--- config.mk ---
export PLATFORM = sky130hd
export DESIGN_NAME = mscap_top
export DESIGN_NICKNAME = d
export VERILOG_FILES = /design/src/mscap_pkg.sv /design/src/mscap_cfg_if.sv /design/src/mscap_top.sv /design/src/mscap_msg_seq.sv
export SDC_FILE = /design/constraint.sdc
export NUM_CORES = 1
export LEC_CHECK = 0
export ABC_CLOCK_PERIOD_IN_PS = 2500
export BUFFER_PORTS_ARGS = -buffer_cell sky130_fd_sc_hd__buf_4
export CORE_MARGIN = 4
export CORE_UTILIZATION = 40
export DETAILED_ROUTE_END_ITERATION = 12
export PLACE_DENSITY = 0.7
export SYNTH_ARGS = -nofsm -noshare
export SYNTH_HDL_FRONTEND = slang
export SYNTH_SLANG_ARGS = --single-unit
--- constraint.sdc ---
create_clock -name clk_i -period 2.5 [get_ports clk_i]
set_input_delay 0.125 -clock clk_i [delete_from_list [all_inputs] [get_ports clk_i]]
set_output_delay 0.125 -clock clk_i [all_outputs]
set_load 0.01 [all_outputs]
--- src/mscap_pkg.sv ---
/*
  mscap_pkg: register map, field layout and reset values of the interrupt
  message and board code capability block.
  Assumes: a 32-bit APB register bus, byte addresses as printed.
*/
package mscap_pkg;

  // ==========================================================================
  // register byte addresses
  // ==========================================================================
  localparam logic [11:0] MSCAP_OFF_INT_HDR    = 12'h0d0;
  localparam logic [11:0] MSCAP_OFF_ADDR_LO    = 12'h0d4;
  localparam logic [11:0] MSCAP_OFF_ADDR_HI    = 12'h0d8;
  localparam logic [11:0] MSCAP_OFF_PAYLOAD    = 12'h0dc;
  localparam logic [11:0] MSCAP_OFF_BRD_HDR    = 12'h0f0;
  localparam logic [11:0] MSCAP_OFF_BRD_CODES  = 12'h0f4;
  localparam logic [11:0] MSCAP_OFF_CTRL       = 12'h0e0;
  localparam logic [11:0] MSCAP_OFF_IRQ_STAT   = 12'h0e4;
  localparam logic [11:0] MSCAP_OFF_IRQ_MASK   = 12'h0e8;

  // ==========================================================================
  // constant field values
  // ==========================================================================
  localparam logic [7:0]  MSCAP_INT_CAP_CODE   = 8'h05;
  localparam logic [7:0]  MSCAP_BRD_CAP_CODE   = 8'h0d;
  localparam logic [7:0]  MSCAP_NEXT_LINK_RST  = 8'h00;
  localparam logic [2:0]  MSCAP_REQ_COUNT      = 3'h0;
  localparam logic [2:0]  MSCAP_GRANT_RST      = 3'h0;
  localparam logic        MSCAP_WIDE_CAPABLE   = 1'b1;
  localparam logic [31:0] MSCAP_ZERO32         = 32'h0000_0000;
  localparam logic [15:0] MSCAP_ZERO16         = 16'h0000;
  localparam logic [1:0]  MSCAP_ZERO2          = 2'h0;

  // ==========================================================================
  // status bit positions (events)
  // ==========================================================================
  localparam int          MSCAP_EVT_SENT       = 0;
  localparam int          MSCAP_EVT_DROPPED    = 1;
  localparam int          MSCAP_EVT_W          = 2;

  // ==========================================================================
  // message write sequencer states
  // ==========================================================================
  typedef enum logic [2:0] {
    MSCAP_ST_IDLE = 3'b001,
    MSCAP_ST_REQ  = 3'b010,
    MSCAP_ST_DONE = 3'b100
  } mscap_state_e;

endpackage : mscap_pkg

--- src/mscap_cfg_if.sv ---
/*
  mscap_cfg_if: carries the programmed interrupt message settings from the
  register bank to the message write sequencer.
  Assumes: both ends in the same clock domain.
*/
`timescale 1ns/100ps

interface mscap_cfg_if;
  logic        msg_enable;    // interrupt message enable
  logic [29:0] addr_low;      // low address, dword bits
  logic [31:0] addr_high;     // upper address
  logic [15:0] payload;       // message data

  // register bank drives the settings
  modport bank (output msg_enable, output addr_low, output addr_high, output payload);
  // sequencer consumes them
  modport seq  (input msg_enable, input addr_low, input addr_high, input payload);
endinterface : mscap_cfg_if

--- src/mscap_top.sv ---
/*
  mscap_top: interrupt message and board code capability registers of one
  switch port, reached over APB, with a message write sequencer.
  Assumes: single clock; upstream transmitter routes every write to the root;
  software programs an address that routes upstream.
*/
// Design decision made here: the APB register port.
// Overview of operation
// RULE1: interrupt header code reads 0x5
// RULE2: interrupt next link defaults zero
// RULE3: bit 16 enables messages, resets zero
// RULE4: requested count reads zero, read-only
// RULE5: granted count stored, always one message
// RULE6: bit 23 reads one, wide address
// RULE7: low address bits 31:2, 1:0 zero
// RULE8: non-zero upper address gives 64-bit write
// RULE9: zero upper address gives 32-bit write
// RULE10: all messages forwarded out upstream port
// RULE11: software programs address routing upstream
// RULE12: payload 16 bits, upper bits zero
// RULE13: board header code reads 0xD
// RULE14: board next link lockable, upper zero
// RULE15: board vendor code lockable, reset zero
// RULE16: board model code lockable, reset zero
// RULE17: write emitted only while enabled
// RULE18: lockable fields ignore writes when locked
`timescale 1ns/100ps

module mscap_top
  import mscap_pkg::*;
(
  // clock and reset
  input  wire logic        clk_i,
  input  wire logic        rst_n_i,
  // apb slave
  input  wire logic        psel_i,
  input  wire logic        penable_i,
  input  wire logic        pwrite_i,
  input  wire logic [11:0] paddr_i,
  input  wire logic [31:0] pwdata_i,
  output logic [31:0]      prdata_o,
  output logic             pready_o,
  output logic             pslverr_o,
  // interrupt request from port logic
  input  wire logic        irq_req_i,
  // upstream memory write
  output logic             wr_valid_o,
  output logic             wr_wide_o,
  output logic [63:0]      wr_addr_o,
  output logic [31:0]      wr_data_o,
  input  wire logic        wr_accept_i,
  // lock state and interrupt
  output logic             locked_o,
  output logic             irq_o
);

  // ==========================================================================
  // storage
  // ==========================================================================
  logic        enable_r;
  logic [2:0]  granted_r;
  logic [7:0]  int_link_r;
  logic [29:0] addr_lo_r;
  logic [31:0] addr_hi_r;
  logic [15:0] payload_r;
  logic [7:0]  brd_link_r;
  logic [15:0] vendor_r;
  logic [15:0] model_r;
  logic        lock_r;
  logic [MSCAP_EVT_W-1:0] stat_r;
  logic [MSCAP_EVT_W-1:0] mask_r;
  logic        sent_w;
  logic        dropped_w;

  mscap_cfg_if cfg_if ();

  // ==========================================================================
  // bus decode
  // ==========================================================================
  logic        acc_w;
  logic        wr_w;
  logic        rd_w;
  logic        hit_int_w;
  logic        hit_lo_w;
  logic        hit_hi_w;
  logic        hit_pay_w;
  logic        hit_bhdr_w;
  logic        hit_bcode_w;
  logic        hit_ctrl_w;
  logic        hit_stat_w;
  logic        hit_mask_w;
  logic        mapped_w;
  logic        lock_wr_ok_w;
  logic [31:0] rdata_w;
  logic [MSCAP_EVT_W-1:0] evt_w;

  // transfer strobes, one wait state
  assign acc_w       = psel_i && penable_i;
  assign wr_w        = acc_w && pwrite_i;
  assign rd_w        = acc_w && !pwrite_i;
  assign hit_int_w   = (paddr_i == MSCAP_OFF_INT_HDR);
  assign hit_lo_w    = (paddr_i == MSCAP_OFF_ADDR_LO);
  assign hit_hi_w    = (paddr_i == MSCAP_OFF_ADDR_HI);
  assign hit_pay_w   = (paddr_i == MSCAP_OFF_PAYLOAD);
  assign hit_bhdr_w  = (paddr_i == MSCAP_OFF_BRD_HDR);
  assign hit_bcode_w = (paddr_i == MSCAP_OFF_BRD_CODES);
  assign hit_ctrl_w  = (paddr_i == MSCAP_OFF_CTRL);
  assign hit_stat_w  = (paddr_i == MSCAP_OFF_IRQ_STAT);
  assign hit_mask_w  = (paddr_i == MSCAP_OFF_IRQ_MASK);
  assign mapped_w    = hit_int_w | hit_lo_w | hit_hi_w | hit_pay_w | hit_bhdr_w
                     | hit_bcode_w | hit_ctrl_w | hit_stat_w | hit_mask_w;
  assign lock_wr_ok_w = wr_w && !lock_r;                     // [RULE18]
  assign evt_w       = {dropped_w, sent_w};

  // read data mux, constant fields read back fixed values
  assign rdata_w =
      hit_int_w   ? {8'h00, MSCAP_WIDE_CAPABLE, granted_r, MSCAP_REQ_COUNT, enable_r,
                     int_link_r, MSCAP_INT_CAP_CODE} :       // [RULE1] [RULE4] [RULE6]
      hit_lo_w    ? {addr_lo_r, MSCAP_ZERO2} :               // [RULE7]
      hit_hi_w    ? addr_hi_r :
      hit_pay_w   ? {MSCAP_ZERO16, payload_r} :              // [RULE12]
      hit_bhdr_w  ? {MSCAP_ZERO16, brd_link_r, MSCAP_BRD_CAP_CODE} : // [RULE13] [RULE14]
      hit_bcode_w ? {model_r, vendor_r} :                    // [RULE15] [RULE16]
      hit_ctrl_w  ? {31'h0, lock_r} :
      hit_stat_w  ? {30'h0, stat_r} :
      hit_mask_w  ? {30'h0, mask_r} : MSCAP_ZERO32;

  // ==========================================================================
  // apb answer
  // ==========================================================================
  always_ff @(posedge clk_i or negedge rst_n_i)
  begin
    if (!rst_n_i)
    begin
      prdata_o  <= 32'h0;
      pready_o  <= 1'b0;
      pslverr_o <= 1'b0;
    end
    else
    begin
      // answer registered: ready one cycle into the access phase
      pready_o  <= acc_w && !pready_o;
      pslverr_o <= acc_w && !pready_o && !mapped_w;
      if (rd_w && !pready_o)
        prdata_o <= rdata_w;
    end
  end

  logic commit_w;
  assign commit_w = wr_w && pready_o;

  // ==========================================================================
  // interrupt capability registers
  // ==========================================================================
  always_ff @(posedge clk_i or negedge rst_n_i)
  begin
    if (!rst_n_i)
    begin
      enable_r   <= 1'b0;
      granted_r  <= MSCAP_GRANT_RST;
      int_link_r <= MSCAP_NEXT_LINK_RST;
      addr_lo_r  <= 30'h0;
      addr_hi_r  <= 32'h0;
      payload_r  <= 16'h0;
    end
    else if (commit_w)
    begin
      if (hit_int_w)
      begin
        enable_r  <= pwdata_i[16];                           // [RULE3]
        granted_r <= pwdata_i[22:20];                        // [RULE5]
        if (!lock_r)
          int_link_r <= pwdata_i[15:8];                      // [RULE2] [RULE18]
      end
      if (hit_lo_w)
        addr_lo_r <= pwdata_i[31:2];                         // [RULE7]
      if (hit_hi_w)
        addr_hi_r <= pwdata_i;
      if (hit_pay_w)
        payload_r <= pwdata_i[15:0];                         // [RULE12]
    end
  end

  // ==========================================================================
  // board code registers, lockable
  // ==========================================================================
  always_ff @(posedge clk_i or negedge rst_n_i)
  begin
    if (!rst_n_i)
    begin
      brd_link_r <= MSCAP_NEXT_LINK_RST;
      vendor_r   <= 16'h0;
      model_r    <= 16'h0;
      lock_r     <= 1'b0;
    end
    else if (commit_w)
    begin
      if (hit_bhdr_w && lock_wr_ok_w)
        brd_link_r <= pwdata_i[15:8];                        // [RULE14] [RULE18]
      if (hit_bcode_w && lock_wr_ok_w)
      begin
        vendor_r <= pwdata_i[15:0];                          // [RULE15]
        model_r  <= pwdata_i[31:16];                         // [RULE16]
      end
      if (hit_ctrl_w && pwdata_i[0])
        lock_r <= 1'b1;                                      // lock holds until reset
    end
  end

  // ==========================================================================
  // event status, mask and interrupt line
  // ==========================================================================
  always_ff @(posedge clk_i or negedge rst_n_i)
  begin
    if (!rst_n_i)
    begin
      stat_r   <= '0;
      mask_r   <= '0;
      irq_o    <= 1'b0;
      locked_o <= 1'b0;
    end
    else
    begin
      // a new event beats the read clear
      if (rd_w && pready_o && hit_stat_w)
        stat_r <= evt_w;
      else
        stat_r <= stat_r | evt_w;
      if (commit_w && hit_mask_w)
        mask_r <= pwdata_i[MSCAP_EVT_W-1:0];
      irq_o    <= |(stat_r & mask_r);
      locked_o <= lock_r;
    end
  end

  // settings to the sequencer
  assign cfg_if.msg_enable = enable_r;
  assign cfg_if.addr_low   = addr_lo_r;
  assign cfg_if.addr_high  = addr_hi_r;
  assign cfg_if.payload    = payload_r;

  // ==========================================================================
  // message write sequencer
  // ==========================================================================
  mscap_msg_seq u_seq (
    .clk_i       (clk_i),
    .rst_n_i     (rst_n_i),
    .cfg         (cfg_if.seq),
    .irq_req_i   (irq_req_i),
    .wr_valid_o  (wr_valid_o),
    .wr_wide_o   (wr_wide_o),
    .wr_addr_o   (wr_addr_o),
    .wr_data_o   (wr_data_o),
    .wr_accept_i (wr_accept_i),
    .sent_o      (sent_w),
    .dropped_o   (dropped_w)
  );

  // ==========================================================================
  // checks
  // ==========================================================================
  property p_int_hdr_const;
    @(posedge clk_i) disable iff (!rst_n_i)
      (rd_w && !pready_o && hit_int_w) |=> (prdata_o[7:0] == MSCAP_INT_CAP_CODE && prdata_o[19:17] == 3'h0
                                            && prdata_o[23] && prdata_o[31:24] == 8'h00);
  endproperty
  a_int_hdr_const: assert property (p_int_hdr_const) else $error("interrupt header constants wrong"); // [RULE1]

  property p_enable_write;
    @(posedge clk_i) disable iff (!rst_n_i)
      (commit_w && hit_int_w) |=> (enable_r == $past(pwdata_i[16]));
  endproperty
  a_enable_write: assert property (p_enable_write) else $error("enable bit not stored"); // [RULE3]

  property p_addr_lo_low_bits;
    @(posedge clk_i) disable iff (!rst_n_i)
      (rd_w && !pready_o && hit_lo_w) |=> (prdata_o[1:0] == 2'h0);
  endproperty
  a_addr_lo_low_bits: assert property (p_addr_lo_low_bits) else $error("low address bits not zero"); // [RULE7]

  property p_payload_upper;
    @(posedge clk_i) disable iff (!rst_n_i)
      (rd_w && !pready_o && hit_pay_w) |=> (prdata_o[31:16] == 16'h0);
  endproperty
  a_payload_upper: assert property (p_payload_upper) else $error("payload upper bits not zero"); // [RULE12]

  property p_brd_hdr_const;
    @(posedge clk_i) disable iff (!rst_n_i)
      (rd_w && !pready_o && hit_bhdr_w) |=> (prdata_o[7:0] == MSCAP_BRD_CAP_CODE && prdata_o[31:16] == 16'h0);
  endproperty
  a_brd_hdr_const: assert property (p_brd_hdr_const) else $error("board header constants wrong"); // [RULE13]

  property p_locked_hold;
    @(posedge clk_i) disable iff (!rst_n_i)
      lock_r |=> ($stable(vendor_r) && $stable(model_r) && $stable(brd_link_r));
  endproperty
  a_locked_hold: assert property (p_locked_hold) else $error("locked field changed"); // [RULE18]

  property p_codes_write;
    @(posedge clk_i) disable iff (!rst_n_i)
      (commit_w && hit_bcode_w && !lock_r) |=> ({model_r, vendor_r} == $past(pwdata_i));
  endproperty
  a_codes_write: assert property (p_codes_write) else $error("board codes not stored"); // [RULE15]

  property p_payload_out;
    @(posedge clk_i) disable iff (!rst_n_i)
      $rose(wr_valid_o) |-> (wr_data_o[15:0] == payload_r && wr_addr_o[1:0] == 2'h0);
  endproperty
  a_payload_out: assert property (p_payload_out) else $error("write carries wrong payload"); // [RULE12]

endmodule : mscap_top

--- src/mscap_msg_seq.sv ---
/*
  mscap_msg_seq: turns an interrupt request into one upstream memory write.
  Assumes: the upstream transmitter acknowledges with a one-cycle accept.
*/
`timescale 1ns/100ps

module mscap_msg_seq
  import mscap_pkg::*;
(
  // clock and reset
  input  wire logic        clk_i,
  input  wire logic        rst_n_i,
  // settings
  mscap_cfg_if.seq         cfg,
  // request from the port
  input  wire logic        irq_req_i,
  // upstream write
  output logic             wr_valid_o,
  output logic             wr_wide_o,
  output logic [63:0]      wr_addr_o,
  output logic [31:0]      wr_data_o,
  input  wire logic        wr_accept_i,
  // events
  output logic             sent_o,
  output logic             dropped_o
);

  mscap_state_e state_r;
  mscap_state_e state_nxt;
  logic         wide_w;
  logic         start_w;

  // address width choice and start condition
  assign wide_w  = (cfg.addr_high != MSCAP_ZERO32);         // [RULE8] [RULE9]
  assign start_w = irq_req_i && cfg.msg_enable;              // [RULE17]

  // next state
  always_comb
  begin
    state_nxt = state_r;
    case (state_r)
      MSCAP_ST_IDLE: if (start_w) state_nxt = MSCAP_ST_REQ;
      MSCAP_ST_REQ:  if (wr_accept_i) state_nxt = MSCAP_ST_DONE;
      MSCAP_ST_DONE: state_nxt = MSCAP_ST_IDLE;
      default:       state_nxt = MSCAP_ST_IDLE;
    endcase
  end

  // state and captured write, always sent upstream toward the root
  always_ff @(posedge clk_i or negedge rst_n_i)
  begin
    if (!rst_n_i)
    begin
      state_r    <= MSCAP_ST_IDLE;
      wr_valid_o <= 1'b0;
      wr_wide_o  <= 1'b0;
      wr_addr_o  <= 64'h0;
      wr_data_o  <= 32'h0;
      sent_o     <= 1'b0;
      dropped_o  <= 1'b0;
    end
    else
    begin
      state_r   <= state_nxt;
      sent_o    <= (state_r == MSCAP_ST_REQ) && wr_accept_i;
      dropped_o <= irq_req_i && !cfg.msg_enable;            // [RULE17]
      if ((state_r == MSCAP_ST_IDLE) && start_w)
      begin
        wr_valid_o <= 1'b1;                                  // [RULE10]
        wr_wide_o  <= wide_w;                                // [RULE8] [RULE9]
        wr_addr_o  <= wide_w ? {cfg.addr_high, cfg.addr_low, MSCAP_ZERO2}
                             : {MSCAP_ZERO32, cfg.addr_low, MSCAP_ZERO2};
        wr_data_o  <= {MSCAP_ZERO16, cfg.payload};           // [RULE12]
      end
      else if ((state_r == MSCAP_ST_REQ) && wr_accept_i)
        wr_valid_o <= 1'b0;
    end
  end

  // no write leaves while disabled at start
  property p_no_start_disabled;
    @(posedge clk_i) disable iff (!rst_n_i)
      (state_r == MSCAP_ST_IDLE && irq_req_i && !cfg.msg_enable) |=> !wr_valid_o;
  endproperty
  a_no_start_disabled: assert property (p_no_start_disabled) else $error("write started while disabled"); // [RULE17]

  // 32-bit form has zero upper address
  property p_narrow_addr;
    @(posedge clk_i) disable iff (!rst_n_i)
      (wr_valid_o && !wr_wide_o) |-> (wr_addr_o[63:32] == MSCAP_ZERO32);
  endproperty
  a_narrow_addr: assert property (p_narrow_addr) else $error("narrow write has upper address"); // [RULE9]

  // wide form iff upper register non-zero at start
  property p_wide_pick;
    @(posedge clk_i) disable iff (!rst_n_i)
      (state_r == MSCAP_ST_IDLE && start_w) |=> (wr_wide_o == $past(wide_w) && wr_valid_o);
  endproperty
  a_wide_pick: assert property (p_wide_pick) else $error("address width choice wrong"); // [RULE8]

endmodule : mscap_msg_seq

Yosys cells after proc, flatten, opt, wreduce, memory -nomap -nowiden
Index checks and enable logic that the tools add are counted.
Storage, ports and cells
  word-level logic and storage cells: 99
  bits in writable memories: 0
  latch bits: 0
  bits in registers: 258
  input port bits: 51
  output and inout bits: 134
  ROM bits: 0
  memories kept: 0
Cells by class
  equality and inequality tests: 13
  bitwise gates (word level): 11
  order comparisons: 0
  shifts and indexed selects: 0
  mux-type cells: 16
  reductions and logical operators: 35
  $mul: 0
  div/mod/pow operators: 0
  add/subtract/negate cells: 0
Operators with widths (number)
  two-way mux 32 bit: 6
  == test 12 x 8 -> 1 bit, second input constant: 9
  two-way mux 64 bit: 1
  nonzero test 32 bit: 1
  logical AND 1 bit: 18
  AND reduction 2 bit: 8
  two-way mux 2 bit: 4
  bitwise OR 1 bit: 8
  two-way mux 3 bit: 2
  one-hot mux 3 bit (2 select lines): 1
  zero test 1 bit: 5
  == test 3 x 1 -> 1 bit, second input constant: 1
  == test 3 x 2 -> 1 bit, second input constant: 1
  AND reduction 3 bit: 1
  bitwise AND 2 bit: 1
  two-way mux 1 bit: 2
  != test 2 x 1 -> 1 bit, second input constant: 1
  != test 2 bit, second input constant: 1
  bitwise OR 2 bit: 1
  nonzero test 2 bit: 1
  OR reduction 2 bit: 1
  inverter 1 bit: 1

Depth between registers and ports, before layout
  word-level depth: 11
  depth in mapped cells: 8
  depth with buffers taken out: 5

Modules after synthesis
From an unflattened synthesis, not the netlist that was laid out.
Unflattened totals
  cells, all modules: 805
  area, all modules: 11109.4 sq um
By module, submodules not included
  mscap_top: area an instance 7493.4 sq um, cells an instance 590, times used 1, seq. area each 4279.1 sq um
  mscap_msg_seq: area an instance 3616.0 sq um, cells an instance 215, times used 1, seq. area each 2128.3 sq um

Worst setup path before layout
OpenSTA, ideal clock, no wires.
  path kind: register -> register
  start point: reg pready_o
  end point: reg payload_r[11], in the netlist cfg_if.payload[11]
  cell stages (with the launch flop): 5
  buffers on the path: 1
  data required time: 2375 ps
  clock period less this slack: 1951 ps
  setup time: 125 ps
  data arrival time: 1826 ps
  path slack: 549 ps
  cell sequence: dfrtp_1 > nand4_1 > nor3_2 > buf_4 > mux2_2
Between the ends
  longest elaborated chain between the ends: 2
Ends and longest elaborated chain
  start, declared: RTL line mscap_top.sv:42  | output logic pready_o,
  start signal, assigned: RTL line mscap_top.sv:142  | pready_o <= acc_w && !pready_o;
  logical AND 1 bit: RTL line mscap_top.sv:150  | assign commit_w = wr_w && pready_o;
  AND reduction 2 bit (no line)
  end signal, assigned: RTL line mscap_top.sv:180  | payload_r <= pwdata_i[15:0];
  end, declared: RTL line mscap_top.sv:65  | logic [15:0] payload_r;
Every way passes these cells.
A chain may end at the register's enable or synchronous reset.

Worst setup path after layout
  start point: in paddr_i[4]
  end point: reg prdata_o[22]
Between the ends
  longest elaborated chain between the ends: 7
  elaborated cells on any way between the ends: 12
  classes of those cells: 6 x eq/ne; 6 x mux
Ends and longest elaborated chain
  start, declared: RTL line mscap_top.sv:39  | input wire logic [11:0] paddr_i,
  == test 12 x 8 -> 1 bit: RTL line mscap_top.sv:106  | assign hit_bcode_w = (paddr_i == MSCAP_OFF_BRD_CODES);
  two-way mux 32 bit: RTL line mscap_top.sv:123  | hit_bcode_w ? {model_r, vendor_r} :
  two-way mux 32 bit: RTL line mscap_top.sv:122  | hit_bhdr_w ? {MSCAP_ZERO16, brd_link_r, MSCAP_BRD_CAP_CODE} :
  two-way mux 32 bit: RTL line mscap_top.sv:121  | hit_pay_w ? {MSCAP_ZERO16, payload_r} :
  two-way mux 32 bit: RTL line mscap_top.sv:120  | hit_hi_w ? addr_hi_r :
  two-way mux 32 bit: RTL line mscap_top.sv:119  | hit_lo_w ? {addr_lo_r, MSCAP_ZERO2} :
  two-way mux 32 bit *: RTL line mscap_top.sv:117  | hit_int_w ? {8'h00, MSCAP_WIDE_CAPABLE, granted_r, MSCAP_REQ_COUNT, enable_r,
  end signal, assigned: RTL line mscap_top.sv:145  | prdata_o <= rdata_w;
  end, declared: RTL line mscap_top.sv:41  | output logic [31:0] prdata_o,
Mark *: on every way between the ends. The rest lies on a longest branch, timed or not.

==> results.sh <==
export IMPL_fillCellCount=2379
export IMPL_clkPwrFrac=0.432
export IMPL_tritoncts_num_buffers=27
export IMPL_power_net_switching_mw=1.920
export IMPL_ios=185
export IMPL_endpoint_kind="flip-flop"
export IMPL_core_rowCount=60
export IMPL_synthFlopType="sky130_fd_sc_hd__dfrtp_1"
export IMPL_synth_lib_cells_used_distinct=55
export IMPL_grt_first_pass_wirelength_um=47530
export IMPL_avgSynthCellArea_um2=13.09
export IMPL_areaGrowthSynthToFinish_pct=26.09
export IMPL_worstPathArrival_ns=2.80
export IMPL_grt_use_total=0.1941
export IMPL_cts_htree_levels=1
export IMPL_critical_path_top_cell_by_count="sky130_fd_sc_hd__buf_4"
export IMPL_max_slew_worst_pin_slew_ns=0.9575
export IMPL_dieHeight_um=174.8
export IMPL_grt_start_max_net_pins=81
export IMPL_detail_route_antenna_nets=0
export IMPL_floorplan_die_width_um=174.8
export IMPL_totalWireLength_um=29880
export IMPL_pwr_density_cell_nw_per_um2=599.3
export IMPL_power_switching_share=0.2284
export IMPL_min_hold_slack_ns=0.02465
export IMPL_die_area_um2=30550
export IMPL_hp_class="input pin to flip-flop"
export IMPL_viasPerCell=5.356
export IMPL_portion_of_total_power_attributed_to_combinational_logic=0.064
export IMPL_critical_path_class="input pin to flip-flop"
export IMPL_vias_after_detailed_routing=7804
export IMPL_timing_final_setup_violations=0
export IMPL_max_freq_ghz=0.4233
export IMPL_finalWeightedCongestion=0.9157
export IMPL_r2r_setup_slk_ns=0.48
export IMPL_hold_violations=0
export IMPL_initial_utilization=0.4094
export IMPL_via_count_of_the_first_global_routing_pass=8140
export IMPL_slowest_stage="sky130_fd_sc_hd__nor2_1"
export IMPL_cts_tree="yes"
export IMPL_power_internal_mw=6.487
export IMPL_grt_ovfl_total=0
export IMPL_insertion_delay_ns=0.54
export IMPL_power_sequential_fraction=0.503
export IMPL_maxCapViolations=0
export IMPL_final_net_count=1120
export IMPL_cts_root_to_sink_buffers=3
export IMPL_synthesis_area_um2=11130
export IMPL_maxSlewViolCount=0
export IMPL_drc=0
export IMPL_timing_critical_path_required_ns=2.94
export IMPL_placement_io_buffers=166
export IMPL_dpl_cell_area_um2=12860
export IMPL_path_cells="dlygate4sd3_1, buf_4, nor2b_1, nand3_1, buf_4, nor2_1, a222oi_1, o21ai_0"
export IMPL_clock_skew_final_ns=0.01261
export IMPL_core_um2=27180
export IMPL_final_layout_size_suffix_gt1_frac=0.4249
export IMPL_slowest_stage_delay_on_critical_path_ns=0.73
export IMPL_clk_pin_slew_ns=0.06
export IMPL_post_cts_resize_count=0
export IMPL_finalCritPeriodShare=0.9450
export IMPL_synth_seq_area_share=0.5759
export IMPL_final_min_period_ns=2.362
export IMPL_clock_sink_count=256
export IMPL_grt_setup_unrepaired="no"
export IMPL_ys_async_sr_fraction=1.000
export IMPL_worst_slew_margin_rel=0.3593
export IMPL_diodes=0
export IMPL_post_drt_wl_per_cell_um=20.51
export IMPL_synthesis_instances=850
export IMPL_synth_warning_count=0
export IMPL_ctsRootBufferMaster="sky130_fd_sc_hd__clkbuf_16"
export IMPL_antenna_found_initial=0
export IMPL_leakage_nw=6.970
export IMPL_vdd_ir_drop_max_v=0.0004161
export IMPL_cp_start_kind="input pin"
export IMPL_run_status="complete, no violations"
export IMPL_drtIter0Drc=633
export IMPL_critical_path_max_fanout=12
export IMPL_postSynthRegisterBits=256
export IMPL_detailedRoute_firstPassIterationCount=5
export IMPL_fin_area_um2=14030
export IMPL_hpwl_um=21050
export IMPL_synth_enable_flop_cells=0
export IMPL_tns_ns=0
==> placed cells by master, fill, tap and decap left out, types with 4 or more instances in the layout <==
master,netlist,layout
sky130_fd_sc_hd__a211oi_1,7,7
sky130_fd_sc_hd__a21oi_1,34,34
sky130_fd_sc_hd__a221o_1,6,6
sky130_fd_sc_hd__a221oi_1,6,6
sky130_fd_sc_hd__a222oi_1,4,4
sky130_fd_sc_hd__a22oi_1,13,13
sky130_fd_sc_hd__and2_1,4,4
sky130_fd_sc_hd__buf_4,19,201
sky130_fd_sc_hd__clkbuf_1,26,10
sky130_fd_sc_hd__clkbuf_16,0,27
sky130_fd_sc_hd__conb_1,1,18
sky130_fd_sc_hd__dfrtp_1,255,255
sky130_fd_sc_hd__dlygate4sd3_1,0,38
sky130_fd_sc_hd__inv_1,5,5
sky130_fd_sc_hd__mux2_2,178,178
sky130_fd_sc_hd__mux2_4,30,30
sky130_fd_sc_hd__mux2i_1,7,7
sky130_fd_sc_hd__nand2_1,35,35
sky130_fd_sc_hd__nand2b_1,10,10
sky130_fd_sc_hd__nand3_1,6,6
sky130_fd_sc_hd__nand4_1,9,9
sky130_fd_sc_hd__nor2_1,33,33
sky130_fd_sc_hd__nor2b_1,12,12
sky130_fd_sc_hd__nor3_1,23,21
sky130_fd_sc_hd__nor3_2,2,4
sky130_fd_sc_hd__nor3b_1,5,5
sky130_fd_sc_hd__nor4_1,11,10
sky130_fd_sc_hd__o21ai_0,41,41
sky130_fd_sc_hd__o22ai_1,4,4
sky130_fd_sc_hd__o31ai_1,6,6
==> through the flow <==
step	total power [mW]	util	instances	worst slack [ns]
floorplan	4.487	-	867	0.5493
global placement	4.789	0.4733	1374	0.2805
detailed placement	4.796	0.4733	1374	0.2416
CTS	8.497	0.5162	1457	0.2492
global route	8.725	0.5162	1457	0.05201
finish	8.408	0.5162	1457	0.1376
==> sequential cells by signal (all words and copies together), names as in the netlist, 2 cells and up <==
signal,flops
u_seq.state_r,3
vendor_r,16
mask_r,2
prdata_o,32
addr_lo_r,30
model_r,16
u_seq.wr_data_o,16
u_seq.wr_addr_o,62
stat_r,2
addr_hi_r,32
int_link_r,8
brd_link_r,8
granted_r,3
cfg_if.payload,16
==> cell type report <==
| cell class | count | area [um^2] | share of cell area |
|---|---|---|---|
| Tap cell | 372 | 465.4 | 0.03318 |
| Clock inverter | 5 | 30.03 | 0.002141 |
| Sequential cell | 256 | 6407 | 0.4567 |
| Timing Repair Buffer | 242 | 1944 | 0.1386 |
| Inverter | 5 | 18.77 | 0.001338 |
| Clock buffer | 40 | 754.5 | 0.05378 |
| Multi-Input combinational cell | 537 | 4408 | 0.3142 |
==> what timing repair did <==
item                      CTS  global route
hold endpoints to repair  211             0
hold buffers               38             0
buffers inserted            0             0
==> power groups by stage <==
stage / registers [mW] / logic, mW / clock network, mW
floorplan: 4.31 / 0.172 / 0
global placement: 4.31 / 0.484 / 0
detailed placement: 4.30 / 0.492 / 0
CTS: 4.23 / 0.545 / 3.72
global route: 4.23 / 0.594 / 3.90
finish: 4.23 / 0.540 / 3.64
==> worst max-delay path, delay by kind of cell <==
kind	cells	cell delay, ns
AND/OR/NAND/NOR	3	1.27
buffers and inverters	3	0.92
AO/OA/AOI/OAI	2	0.48
==> synthesized netlist by cell type, drive strengths merged (5+ instances only) <==
cell,number,area [um^2]
nor4,12,90.09
nand3,6,30.03
nand2,35,131.4
o31ai,6,45.04
a21oi,34,170.2
o21ai,42,210.2
nor3,25,135.1
a22oi,13,97.59
nor3b,5,37.54
mux2,208,2455
a221oi,6,52.55
mux2i,7,70.07
inv,5,18.77
buf,43,287.8
nor2,34,130.1
a221o,6,60.06
nand2b,10,62.56
clkbuf,26,97.59
a211oi,7,52.55
dfrtp,255,6381
nand4,9,56.30
nor2b,12,75.07
==> kinds of logic (layout without fill, tap and decap cells) <==
| group | count (synthesis) | in the layout | share of synthesized area |
|---|---|---|---|
| AO/OA/AOI/OAI | 137 | 137 | 0.07962 |
| buffers and inverters | 74 | 292 | 0.03633 |
| flip-flops | 256 | 256 | 0.5759 |
| multiplexers | 215 | 215 | 0.2269 |
| other | 1 | 18 | 0.0003371 |
| AND/OR/NAND/NOR | 167 | 167 | 0.08086 |
==> path summary, 6_finish.rpt <==
check | startpoint | endpoint | cells after the start
min in group asynchronous | rst_n_i | u_seq.wr_addr_o[26]$_DFFE_PN0P_ | 2
setup / recovery | paddr_i[4] | prdata_o[22]$_DFFE_PN0P_ | 8
setup reg to reg | pready_o$_DFF_PN0_ | brd_link_r[0]$_DFFE_PN0P_ | 5
hold / removal | pwrite_i | stat_r[1]$_DFF_PN0_ | 4
hold reg to reg | u_seq.dropped_o$_DFF_PN0_ | stat_r[1]$_DFF_PN0_ | 1
max in group asynchronous | rst_n_i | u_seq.wr_data_o[7]$_DFFE_PN0P_ | 3
==> metal layers <==
layer | global-route usage | up-vias | wire, um
li1 | - | 3504 | -
met4 | 0.04550 | 0 | 694
met3 | 0.03959 | 53 | 1928
met1 | 0.2721 | 3960 | 13350
met2 | 0.3134 | 287 | 13910
met5 | 0 | - | 0
(Power assumes the default switching activity.)
